--- src/core/gih_pkg.sv ---
/*
 * Shared constants and types for the gauge serial-bus host controller.
 * Assumes a 40 MHz core clock; every cycle count below is derived from it.
 */
package gih_pkg;

	// ========================================================================
	// Core clock
	localparam int CLK_NS  = 25;
	localparam int CLK_KHZ = 40000;

	// Rounds a least time in nanoseconds up to whole clock cycles.
	function automatic int ns2cyc(input int ns);
		return (ns + CLK_NS - 1) / CLK_NS;
	endfunction : ns2cyc

	// Picks the larger of two counts.
	function automatic int maxi(input int a, input int b);
		return (a > b) ? a : b;
	endfunction : maxi

	// ========================================================================
	// Target addressing
	localparam logic [6:0] TARGET_ADDR = 7'h55;
	localparam logic [7:0] ADDR_WR     = {TARGET_ADDR, 1'b0};
	localparam logic [7:0] ADDR_RD     = {TARGET_ADDR, 1'b1};

	// ========================================================================
	// Serial clock phases, standard and fast rate
	localparam int STD_RATE_KHZ  = 100;
	localparam int FAST_RATE_KHZ = 400;
	localparam int STD_LOW_NS    = 4700;
	localparam int STD_HIGH_NS   = 4000;
	localparam int FAST_LOW_NS   = 1300;
	localparam int FAST_HIGH_NS  = 600;
	localparam logic [17:0] STD_LOW_CYC  =
		18'(maxi(ns2cyc(STD_LOW_NS), CLK_KHZ / (2 * STD_RATE_KHZ)));
	localparam logic [17:0] STD_HIGH_CYC =
		18'(maxi(ns2cyc(STD_HIGH_NS), CLK_KHZ / (2 * STD_RATE_KHZ)));
	localparam logic [17:0] FAST_LOW_CYC =
		18'(maxi(ns2cyc(FAST_LOW_NS), CLK_KHZ / (2 * FAST_RATE_KHZ)));
	localparam logic [17:0] FAST_HIGH_CYC =
		18'(maxi(ns2cyc(FAST_HIGH_NS), CLK_KHZ / (2 * FAST_RATE_KHZ)));

	// ========================================================================
	// Gaps and waits
	localparam int          TBUF_US         = 66;
	localparam logic [11:0] TBUF_CYC        = 12'(ns2cyc(TBUF_US * 1000));
	localparam int          STRETCH_MS      = 4;
	localparam int          STRETCH_CYC_DEF = STRETCH_MS * CLK_KHZ;
	localparam int          PACE_MS         = 500;
	localparam int          PACE_CYC_DEF    = PACE_MS * CLK_KHZ;
	localparam int          SETTLE_MS       = 2000;
	localparam int          SETTLE_CYC_DEF  = SETTLE_MS * CLK_KHZ;

	// ========================================================================
	// Byte engine operations
	typedef enum logic [3:0] {
		OP_START = 4'h1,
		OP_STOP  = 4'h2,
		OP_WR    = 4'h4,
		OP_RD    = 4'h8
	} gih_op_t;

endpackage : gih_pkg

--- src/core/gih_byte_if.sv ---
/*
 * Link between the host sequencer and its byte engine.
 * Assumes both ends run on the same core clock.
 */
`timescale 1ns/10ps
`default_nettype none

interface gih_byte_if import gih_pkg::*; ();
	logic       req;
	gih_op_t    op;
	logic [7:0] wdata;
	logic       ack_out;
	logic       fast;
	logic       scl_s;
	logic       sda_s;
	logic       done;
	logic [7:0] rdata;
	logic       ack_in;
	logic       tmo;
	logic       scl_oe;
	logic       sda_oe;

	modport ctl (output req, op, wdata, ack_out, fast, scl_s, sda_s,
		input done, rdata, ack_in, tmo, scl_oe, sda_oe);
	modport eng (input req, op, wdata, ack_out, fast, scl_s, sda_s,
		output done, rdata, ack_in, tmo, scl_oe, sda_oe);
endinterface : gih_byte_if

`default_nettype wire

--- src/core/gih_byte_engine.sv ---
/*
 * Bit-level engine: start, stop, byte write and byte read on the serial pins.
 * Assumes synchronised pin levels and a single request held until taken in idle.
 */
`timescale 1ns/10ps
`default_nettype none

module gih_byte_engine import gih_pkg::*; #(
	parameter int STRETCH_CYC = STRETCH_CYC_DEF
) (
	// Clock and reset
	input  wire logic core_clk,
	input  wire logic rst,
	// Sequencer side
	gih_byte_if.eng   bi
);

	typedef enum logic [4:0] {
		E_IDLE = 5'b00001,
		E_LOW  = 5'b00010,
		E_RISE = 5'b00100,
		E_HIGH = 5'b01000,
		E_HOLD = 5'b10000
	} gih_eng_t;

	gih_eng_t    st_reg;
	gih_op_t     op_reg;
	logic [8:0]  tx_reg;
	logic [8:0]  rx_reg;
	logic [3:0]  nbit_reg;
	logic [17:0] cnt_reg;
	logic        scl_oe_reg;
	logic        sda_oe_reg;
	logic        done_reg;
	logic        tmo_reg;

	// ========================================================================
	// Phase limits and the shift word that a request loads.
	wire logic [17:0] low_lim   = bi.fast ? FAST_LOW_CYC : STD_LOW_CYC;
	wire logic [17:0] high_lim  = bi.fast ? FAST_HIGH_CYC : STD_HIGH_CYC;
	wire logic        low_mid   = (cnt_reg == (low_lim >> 1));
	wire logic        low_end   = (cnt_reg == low_lim - 18'd1);
	wire logic        high_end  = (cnt_reg == high_lim - 18'd1);
	wire logic        str_end   = (cnt_reg == 18'(STRETCH_CYC - 1));
	wire logic        is_byte   = (bi.op == OP_WR) || (bi.op == OP_RD);
	wire logic [8:0]  tx_load   = (bi.op == OP_WR) ? {bi.wdata, 1'b1} :
		(bi.op == OP_RD) ? {8'hff, ~bi.ack_out} :
		(bi.op == OP_START) ? 9'h100 : 9'h000;

	assign bi.scl_oe = scl_oe_reg;
	assign bi.sda_oe = sda_oe_reg;
	assign bi.done   = done_reg;
	assign bi.tmo    = tmo_reg;
	assign bi.rdata  = rx_reg[8:1];
	assign bi.ack_in = ~rx_reg[0];

	// ========================================================================
	// Bit sequencer: low phase, wait for release, high phase.
	always_ff @(posedge core_clk or posedge rst) begin
		if (rst) begin
			st_reg     <= E_IDLE;
			op_reg     <= OP_STOP;
			tx_reg     <= 9'h000;
			rx_reg     <= 9'h000;
			nbit_reg   <= 4'h0;
			cnt_reg    <= 18'h00000;
			scl_oe_reg <= 1'b0;
			sda_oe_reg <= 1'b0;
			done_reg   <= 1'b0;
			tmo_reg    <= 1'b0;
		end else begin
			done_reg <= 1'b0;
			tmo_reg  <= 1'b0;
			case (st_reg)
				E_IDLE: if (bi.req) begin
					op_reg   <= bi.op;
					tx_reg   <= tx_load;
					nbit_reg <= is_byte ? 4'h9 : 4'h1;
					cnt_reg  <= 18'h00000;
					st_reg   <= scl_oe_reg ? E_LOW : E_RISE;
				end
				E_LOW: begin
					cnt_reg <= cnt_reg + 18'd1;
					if (low_mid) sda_oe_reg <= ~tx_reg[8];
					if (low_end) begin
						scl_oe_reg <= 1'b0;
						cnt_reg    <= 18'h00000;
						st_reg     <= E_RISE;
					end
				end
				E_RISE: if (bi.scl_s) begin
					rx_reg  <= {rx_reg[7:0], bi.sda_s};
					cnt_reg <= 18'h00000;
					st_reg  <= E_HIGH;
				end else if (str_end) begin
					scl_oe_reg <= 1'b0;
					sda_oe_reg <= 1'b0;
					tmo_reg    <= 1'b1;
					done_reg   <= 1'b1;
					st_reg     <= E_IDLE;
				end else begin
					cnt_reg <= cnt_reg + 18'd1;
				end
				E_HIGH: begin
					cnt_reg <= cnt_reg + 18'd1;
					if (high_end) begin
						cnt_reg <= 18'h00000;
						if (op_reg == OP_START) begin
							sda_oe_reg <= 1'b1;
							st_reg     <= E_HOLD;
						end else if (op_reg == OP_STOP) begin
							sda_oe_reg <= 1'b0;
							done_reg   <= 1'b1;
							st_reg     <= E_IDLE;
						end else begin
							scl_oe_reg <= 1'b1;
							tx_reg     <= {tx_reg[7:0], 1'b0};
							nbit_reg   <= nbit_reg - 4'd1;
							done_reg   <= (nbit_reg == 4'd1);
							st_reg     <= (nbit_reg == 4'd1) ? E_IDLE : E_LOW;
						end
					end
				end
				E_HOLD: begin
					cnt_reg <= cnt_reg + 18'd1;
					if (high_end) begin
						scl_oe_reg <= 1'b1;
						done_reg   <= 1'b1;
						st_reg     <= E_IDLE;
					end
				end
				default: st_reg <= E_IDLE;
			endcase
		end
	end

endmodule : gih_byte_engine

`default_nettype wire

--- src/core/gih_host.sv ---
/*
 * Host controller that reads and writes command locations of a fuel gauge
 * over its two-wire serial bus, generating the serial clock itself.
 * Assumes open-drain pins with pull-ups outside and a 40 MHz core clock.
 */
`timescale 1ns/10ps
`default_nettype none

module gih_host import gih_pkg::*; #(
	parameter int STRETCH_CYC = STRETCH_CYC_DEF,
	parameter int PACE_CYC    = PACE_CYC_DEF,
	parameter int SETTLE_CYC  = SETTLE_CYC_DEF
) (
	// Clock and reset
	input  wire logic       core_clk,
	input  wire logic       rst,
	// Command request
	input  wire logic       cmd_valid,
	output logic            cmd_ready,
	input  wire logic       cmd_read,
	input  wire logic       cmd_quick,
	input  wire logic [7:0] cmd_loc,
	input  wire logic [3:0] cmd_len,
	input  wire logic       fast_mode,
	// Write data stream
	input  wire logic       wr_valid,
	output logic            wr_ready,
	input  wire logic [7:0] wr_data,
	// Read data and status
	output logic            rd_valid,
	output logic [7:0]      rd_data,
	output logic            done,
	output logic            nack_err,
	output logic            tmo_err,
	output logic            busy,
	// Serial bus pins
	input  wire logic       scl_i,
	output logic            scl_o,
	output logic            scl_oe,
	input  wire logic       sda_i,
	output logic            sda_o,
	output logic            sda_oe
);

	typedef enum logic [8:0] {
		M_IDLE   = 9'h001,
		M_GAP    = 9'h002,
		M_START  = 9'h004,
		M_ADDR   = 9'h008,
		M_CMD    = 9'h010,
		M_RSTART = 9'h020,
		M_RADDR  = 9'h040,
		M_DATA   = 9'h080,
		M_STOP   = 9'h100
	} gih_main_t;

	gih_main_t   st_reg;
	logic        issued_reg;
	logic        read_reg;
	logic        quick_reg;
	logic        fast_reg;
	logic        split_reg;
	logic        err_reg;
	logic        last_wr_reg;
	logic [7:0]  loc_reg;
	logic [3:0]  left_reg;
	logic [11:0] gap_reg;
	logic [26:0] since_reg;
	logic        rd_valid_reg;
	logic [7:0]  rd_data_reg;
	logic        done_reg;
	logic        nack_reg;
	logic        tmo_reg;
	logic        scl_m_reg;
	logic        scl_s_reg;
	logic        sda_m_reg;
	logic        sda_s_reg;

	gih_byte_if bi ();

	gih_byte_engine #(
		.STRETCH_CYC (STRETCH_CYC)
	) u_engine (
		.core_clk (core_clk),
		.rst      (rst),
		.bi       (bi.eng)
	);

	// ========================================================================
	// Pin synchronisers; the first stage feeds only the second.
	always_ff @(posedge core_clk or posedge rst) begin
		if (rst) begin
			scl_m_reg <= 1'b1;
			scl_s_reg <= 1'b1;
			sda_m_reg <= 1'b1;
			sda_s_reg <= 1'b1;
		end else begin
			scl_m_reg <= scl_i;
			scl_s_reg <= scl_m_reg;
			sda_m_reg <= sda_i;
			sda_s_reg <= sda_m_reg;
		end
	end

	// ========================================================================
	// Spacing gates between packets and between commands.
	wire logic gap_done  = (gap_reg >= TBUF_CYC);
	wire logic pace_done = (since_reg >= 27'(PACE_CYC));
	wire logic settled   = (since_reg >= 27'(SETTLE_CYC));
	wire logic gate_ok   = gap_done && pace_done && !(last_wr_reg && cmd_read && !settled);
	wire logic op_state  = (st_reg != M_IDLE) && (st_reg != M_GAP);
	wire logic data_wr   = (st_reg == M_DATA) && !read_reg;
	wire logic last_byte = (left_reg == 4'd1);

	// Request and data selection toward the byte engine.
	// Serial-only gauge access.
	assign cmd_ready  = (st_reg == M_IDLE) && gate_ok;
	assign wr_ready   = data_wr && !issued_reg;
	assign bi.req     = op_state && !issued_reg && (!data_wr || wr_valid);
	assign bi.op      = ((st_reg == M_START) || (st_reg == M_RSTART)) ? OP_START :
		(st_reg == M_STOP) ? OP_STOP : ((st_reg == M_DATA) && read_reg) ? OP_RD : OP_WR;
	assign bi.wdata   = (st_reg == M_ADDR) ? (quick_reg ? ADDR_RD : ADDR_WR) :
		(st_reg == M_CMD) ? loc_reg : (st_reg == M_RADDR) ? ADDR_RD : wr_data;
	assign bi.ack_out = !last_byte;
	assign bi.fast    = fast_reg;
	assign bi.scl_s   = scl_s_reg;
	assign bi.sda_s   = sda_s_reg;

	// Open-drain pins: the level driven is always low.
	assign scl_o    = 1'b0;
	assign sda_o    = 1'b0;
	assign scl_oe   = bi.scl_oe;
	assign sda_oe   = bi.sda_oe;
	assign rd_valid = rd_valid_reg;
	assign rd_data  = rd_data_reg;
	assign done     = done_reg;
	assign nack_err = nack_reg;
	assign tmo_err  = tmo_reg;
	assign busy     = (st_reg != M_IDLE);

	// ========================================================================
	// Free-running spacing counters, both saturating.
	always_ff @(posedge core_clk or posedge rst) begin
		if (rst) begin
			gap_reg   <= 12'h000;
			since_reg <= 27'h7ffffff;
		end else begin
			if ((st_reg == M_STOP && bi.done) || bi.tmo) gap_reg <= 12'h000;
			else if (!gap_done) gap_reg <= gap_reg + 12'd1;
			if (cmd_valid && cmd_ready) since_reg <= 27'h0000000;
			else if (since_reg != 27'h7ffffff) since_reg <= since_reg + 27'd1;
		end
	end

	// ========================================================================
	// Packet sequencer.
	always_ff @(posedge core_clk or posedge rst) begin
		if (rst) begin
			st_reg       <= M_IDLE;
			issued_reg   <= 1'b0;
			read_reg     <= 1'b0;
			quick_reg    <= 1'b0;
			fast_reg     <= 1'b0;
			split_reg    <= 1'b0;
			err_reg      <= 1'b0;
			last_wr_reg  <= 1'b0;
			loc_reg      <= 8'h00;
			left_reg     <= 4'h0;
			rd_valid_reg <= 1'b0;
			rd_data_reg  <= 8'h00;
			done_reg     <= 1'b0;
			nack_reg     <= 1'b0;
			tmo_reg      <= 1'b0;
		end else begin
			rd_valid_reg <= 1'b0;
			done_reg     <= 1'b0;
			nack_reg     <= 1'b0;
			tmo_reg      <= 1'b0;
			if (bi.req) issued_reg <= 1'b1;
			if (bi.done) issued_reg <= 1'b0;
			if (bi.done && bi.tmo) begin
				tmo_reg   <= 1'b1;
				done_reg  <= 1'b1;
				split_reg <= 1'b0;
				st_reg    <= M_IDLE;
			end else begin
				case (st_reg)
					M_IDLE: if (cmd_valid && cmd_ready) begin
						read_reg    <= cmd_read || cmd_quick;
						quick_reg   <= cmd_quick;
						fast_reg    <= fast_mode;
						last_wr_reg <= !(cmd_read || cmd_quick);
						loc_reg     <= cmd_loc;
						left_reg    <= (cmd_len == 4'd0) ? 4'd1 : cmd_len;
						err_reg     <= 1'b0;
						st_reg      <= M_START;
					end
					M_GAP: if (gap_done) st_reg <= M_START;
					M_START: if (bi.done) st_reg <= M_ADDR;
					M_ADDR: if (bi.done) begin
						err_reg <= !bi.ack_in;
						st_reg  <= !bi.ack_in ? M_STOP : quick_reg ? M_DATA : M_CMD;
					end
					M_CMD: if (bi.done) begin
						err_reg <= !bi.ack_in;
						st_reg  <= !bi.ack_in ? M_STOP : read_reg ? M_RSTART : M_DATA;
					end
					M_RSTART: if (bi.done) st_reg <= M_RADDR;
					M_RADDR: if (bi.done) begin
						err_reg <= !bi.ack_in;
						st_reg  <= bi.ack_in ? M_DATA : M_STOP;
					end
					M_DATA: if (bi.done) begin
						if (read_reg) begin
							rd_valid_reg <= 1'b1;
							rd_data_reg  <= bi.rdata;
							if (!last_byte) loc_reg <= loc_reg + 8'd1;
							left_reg <= left_reg - 4'd1;
							if (last_byte) st_reg <= M_STOP;
						end else if (!bi.ack_in) begin
							err_reg <= 1'b1;
							st_reg  <= M_STOP;
						end else begin
							loc_reg  <= loc_reg + 8'd1;
							left_reg <= left_reg - 4'd1;
							if (!last_byte && fast_reg) split_reg <= 1'b1;
							if (last_byte || fast_reg) st_reg <= M_STOP;
						end
					end
					M_STOP: if (bi.done) begin
						if (split_reg) begin
							split_reg <= 1'b0;
							st_reg    <= M_GAP;
						end else begin
							done_reg <= 1'b1;
							nack_reg <= err_reg;
							st_reg   <= M_IDLE;
						end
					end
					default: st_reg <= M_IDLE;
				endcase
			end
		end
	end

endmodule : gih_host

`default_nettype wire

--- config.mk ---
export PLATFORM = sky130hd
export DESIGN_NAME = gih_host
export DESIGN_NICKNAME = d
export VERILOG_FILES = /design/src/core/gih_pkg.sv /design/src/core/gih_byte_if.sv /design/src/core/gih_byte_engine.sv /design/src/core/gih_host.sv
export SDC_FILE = /design/constraint.sdc
export NUM_CORES = 1
export LEC_CHECK = 0
export BUFFER_PORTS_ARGS = -buffer_cell sky130_fd_sc_hd__buf_2
export CORE_MARGIN = 2
export CORE_UTILIZATION = 50
export DETAILED_ROUTE_END_ITERATION = 7
export GPL_TIMING_DRIVEN = 0
export MAX_ROUTING_LAYER = met4
export PLACE_DENSITY = 0.7
export SYNTH_ARGS = -nofsm -noshare
export SYNTH_HDL_FRONTEND = slang
export SYNTH_SLANG_ARGS = --single-unit
--- constraint.sdc ---
create_clock -name core_clk -period 3.5 [get_ports core_clk]
set_input_delay 0.175 -clock core_clk [delete_from_list [all_inputs] [get_ports core_clk]]
set_output_delay 0.175 -clock core_clk [all_outputs]
set_load 0.02 [all_outputs]
==> run metrics <==
status finished clean; CP arrival 3.27 ns; Worst setup EP type flip-flop; Pleak 4.01 nW; # rows 45; post-synthesis sequential area ratio 0.451; Post-DRT Antenna Nets 0; Routability Congestion 0.881; ys flop type dfrtp_1; post-DR wirelength/cell 17.1 µm; Clock Tree Root clkbuf_16; sequential power share 0.436; share of cells above drive strength 1 0.193; Post-Route WL 18900 µm; Starting Density 0.508; I/O pin cnt 48; GRT Residual Overflow 0; slew margin rel. 0.527; Core Area 15000 µm²; die area 16300 µm²; clock power share 0.543; Non-Filler Instances 1107; DRC Markers 0; Sink Count 136; Cell Int Power 2.82 mW; Post-synth EDFFs 0; CP startpoint kind flip-flop; number of global-route vias before repair 6209; Die Wd 128 µm; max-cap violation count 0; pin count of the biggest net entering global routing 42; endpoints failing setup 0; logic gate share of total power 0.021; switch share 0.222; global-route wire length before repair 31700 µm; Slew @ Worst Pin 0.708 ns; switching pwr 0.803 mW; H-tree levels 4; Synth Cell Area 7630 µm²; final setup TNS 0 ns; CTS tree yes; Yosys cell types 82; Layout Nets 945; Setup CP Type flip-flop to flip-flop; hold crit path type input pin to flip-flop; Post-Syn Instances 835; FF+latch count, synth 136; Max Slew Vio Count 0; final hold violation count 0; final worst path period share 0.846; Synth Area per Inst 9.14 µm²; n_diodes 0; Yosys warnings 0; Post-CTS Setup Bufs 0; area grow syn2layout 15.7%; PostCTS Resize Cnt 0; deepest clock path buffer count 2; clock skew 0.00804 ns; # port buffers 45; Pwr Density 410 nW/µm²; initial antenna violation count 1; Vias/cell 5.90; Peak VDD IR 0.353 mV; critical path required time 3.81 ns; ys async rst share 1.00; placed cells 1072; crit-path max FO 10; via count 6533; Worst-path clk slew 0.06 ns; Detail Placement HPWL 13400 µm; GRT Total Usage 0.252; Num CTS Buffers 17; min Tclk post-route 2.96 ns; Starting DRT DRC Count 604; first drt pass iteration count 5; Largest register FFs 27; FMAX 0.338 GHz; die height 128 µm; worst skew pair latency 0.43 ns; RSZ-0062 raised after global routing no
-- through the flow --
| step | power, mW | setup slack, ns | instance area [µm²] | hold WS (ns) | utilization |
|---|---|---|---|---|---|
| detailed placement | 1.68 | 0.614 | 8160 | 0.281 | 0.543 |
| global placement | 1.67 | 0.612 | 8100 | 0.281 | 0.539 |
| floorplan | 1.64 | 1.00 | 7640 | 0.179 | - |
| finish | 3.62 | 0.539 | 8830 | 0.0101 | 0.588 |
| global route | 3.73 | 0.338 | 8830 | 0.00391 | 0.588 |
| CTS | 3.65 | 0.580 | 8830 | 0.00138 | 0.588 |
-- cell type report --
class	count	area (µm²)
Buffer	42	204
Clock buffer	17	425
Clock inverter	15	215
Fill cell	1336	6200
Inverter	26	101
Multi-Input combinational cell	632	3890
Sequential cell	136	3450
Tap cell	188	235
Timing Repair Buffer	51	315
-- metal layers --
layer / vias to the layer above / track usage / routed length, µm
li1: 3190 / - / -
met5: - / - / 0
met2: 163 / 0.377 / 8710
met3: 16 / 0.0498 / 838
met1: 3164 / 0.351 / 9160
met4: 0 / 0.0705 / 211
-- worst max-delay path, stage by stage (launching register included) --
cell	delay [ns]
dfrtp_1	0.44
nor4_2	0.62
and3_1	0.27
buf_2	0.24
nand2_1	0.22
nor3b_1	0.38
buf_2	0.30
mux2_2	0.36
-- power groups by stage --
| stage | registers, mW | logic (mW) | clock network (mW) |
|---|---|---|---|
| after detailed placement | 1.61 | 0.0756 | 0 |
| after global placement | 1.61 | 0.0671 | 0 |
| final | 1.58 | 0.0758 | 1.96 |
| after floorplan | 1.61 | 0.0358 | 0 |
| after global routing | 1.58 | 0.0862 | 2.06 |
| after CTS | 1.58 | 0.0783 | 1.99 |
-- cell families (layout without fill, tap and decap cells) --
kind of cell,after synthesis,in the layout,share of synthesized area
AND/OR/NAND/NOR,358,358,0.244
AO/OA/AOI/OAI,202,202,0.171
flip-flops,136,136,0.451
buffers and inverters,68,151,0.0395
XOR/XNOR,36,36,0.0413
multiplexers,24,24,0.0354
adder cells (fa/ha/maj),10,10,0.0164
other,1,2,0.000491
-- path summary, 6_finish.rpt --
kind | startpoint | endpoint | slack, ns | cells past startpoint
max | st_reg[1]$_DFFE_PP0P_ | rd_data[3]$_DFFE_PP0P_ | 0.54 | 7
min | fast_mode | bi.fast$_DFFE_PP0P_ | 0.01 | 2
max reg2reg | st_reg[1]$_DFFE_PP0P_ | rd_data[3]$_DFFE_PP0P_ | 0.54 | 7
min reg2reg | sda_m_reg$_DFF_PP1_ | bi.sda_s$_DFF_PP1_ | 0.35 | 0
max in group asynchronous | rst | u_engine.op_reg[1]$_DFFE_PP1P_ | 2.14 | 5
min in group asynchronous | rst | rd_data[6]$_DFFE_PP0P_ | 0.41 | 3
-- layout by cell type (no fill, tap or decap), types with 4 or more instances in the layout --
| cell | count |
|---|---|
| dfstp_2 | 34 |
| o22ai_1 | 4 |
| inv_6 | 5 |
| or2_2 | 4 |
| and3_1 | 17 |
| bufinv_16 | 4 |
| nor4b_1 | 7 |
| dfrtp_1 | 102 |
| inv_1 | 24 |
| buf_4 | 6 |
| o31ai_1 | 10 |
| nand3_1 | 30 |
| nand4_1 | 18 |
| nand2b_1 | 6 |
| clkinvlp_4 | 4 |
| a41oi_1 | 6 |
| nor3_1 | 32 |
| buf_2 | 58 |
| nor2_1 | 87 |
| or3_1 | 10 |
| clkbuf_1 | 21 |
| xnor2_1 | 16 |
| ha_1 | 10 |
| a21oi_1 | 37 |
| mux2_2 | 19 |
| o211ai_1 | 8 |
| o21ai_0 | 67 |
| clkbuf_16 | 17 |
| o21ai_1 | 9 |
| o41ai_1 | 4 |
| or4_1 | 7 |
| xor2_1 | 20 |
| nand2_1 | 95 |
| nor4_1 | 8 |
| a31oi_1 | 15 |
| nand4b_1 | 8 |
-- what timing repair did --
action | CTS | global route
endpoints found under the setup margin | 0 | 0
hold endpoints to repair | 14 | 0
hold buffers | 3 | 0
-- cells in the mapped netlist (3+ instances only) --
library cell / count / area (µm²)
xnor2_1: 16 / 140
ha_1: 10 / 125
dfrtp_1: 102 / 2550
o41ai_1: 4 / 35.0
o211ai_1: 8 / 60.1
buf_2: 13 / 65.1
dfstp_2: 34 / 893
a221oi_1: 3 / 26.3
a21oi_1: 37 / 185
a31oi_1: 15 / 93.8
nand2_1: 95 / 357
nand3b_1: 3 / 22.5
or2_2: 4 / 25.0
inv_1: 25 / 93.8
nand4_1: 18 / 113
nor3_1: 32 / 160
nand4b_1: 8 / 70.1
or4_1: 7 / 52.6
o22ai_1: 4 / 25.0
and3_1: 17 / 106
clkbuf_1: 21 / 78.8
nor4b_1: 7 / 61.3
a21o_1: 3 / 22.5
nor2_1: 87 / 327
nand3_1: 30 / 150
and3b_1: 3 / 26.3
o31ai_1: 10 / 75.1
nand2b_1: 6 / 37.5
o21ai_1: 9 / 45.0
a31o_2: 3 / 26.3
or3_1: 10 / 62.6
mux2_2: 19 / 214
buf_4: 6 / 45.0
xor2_1: 20 / 175
o21a_1: 3 / 22.5
nor4_1: 8 / 50.1
o21ai_0: 67 / 335
mux2i_1: 3 / 30.0
a41oi_1: 6 / 52.6
a41o_1: 3 / 30.0
Power figures use the tool's default switching activity.
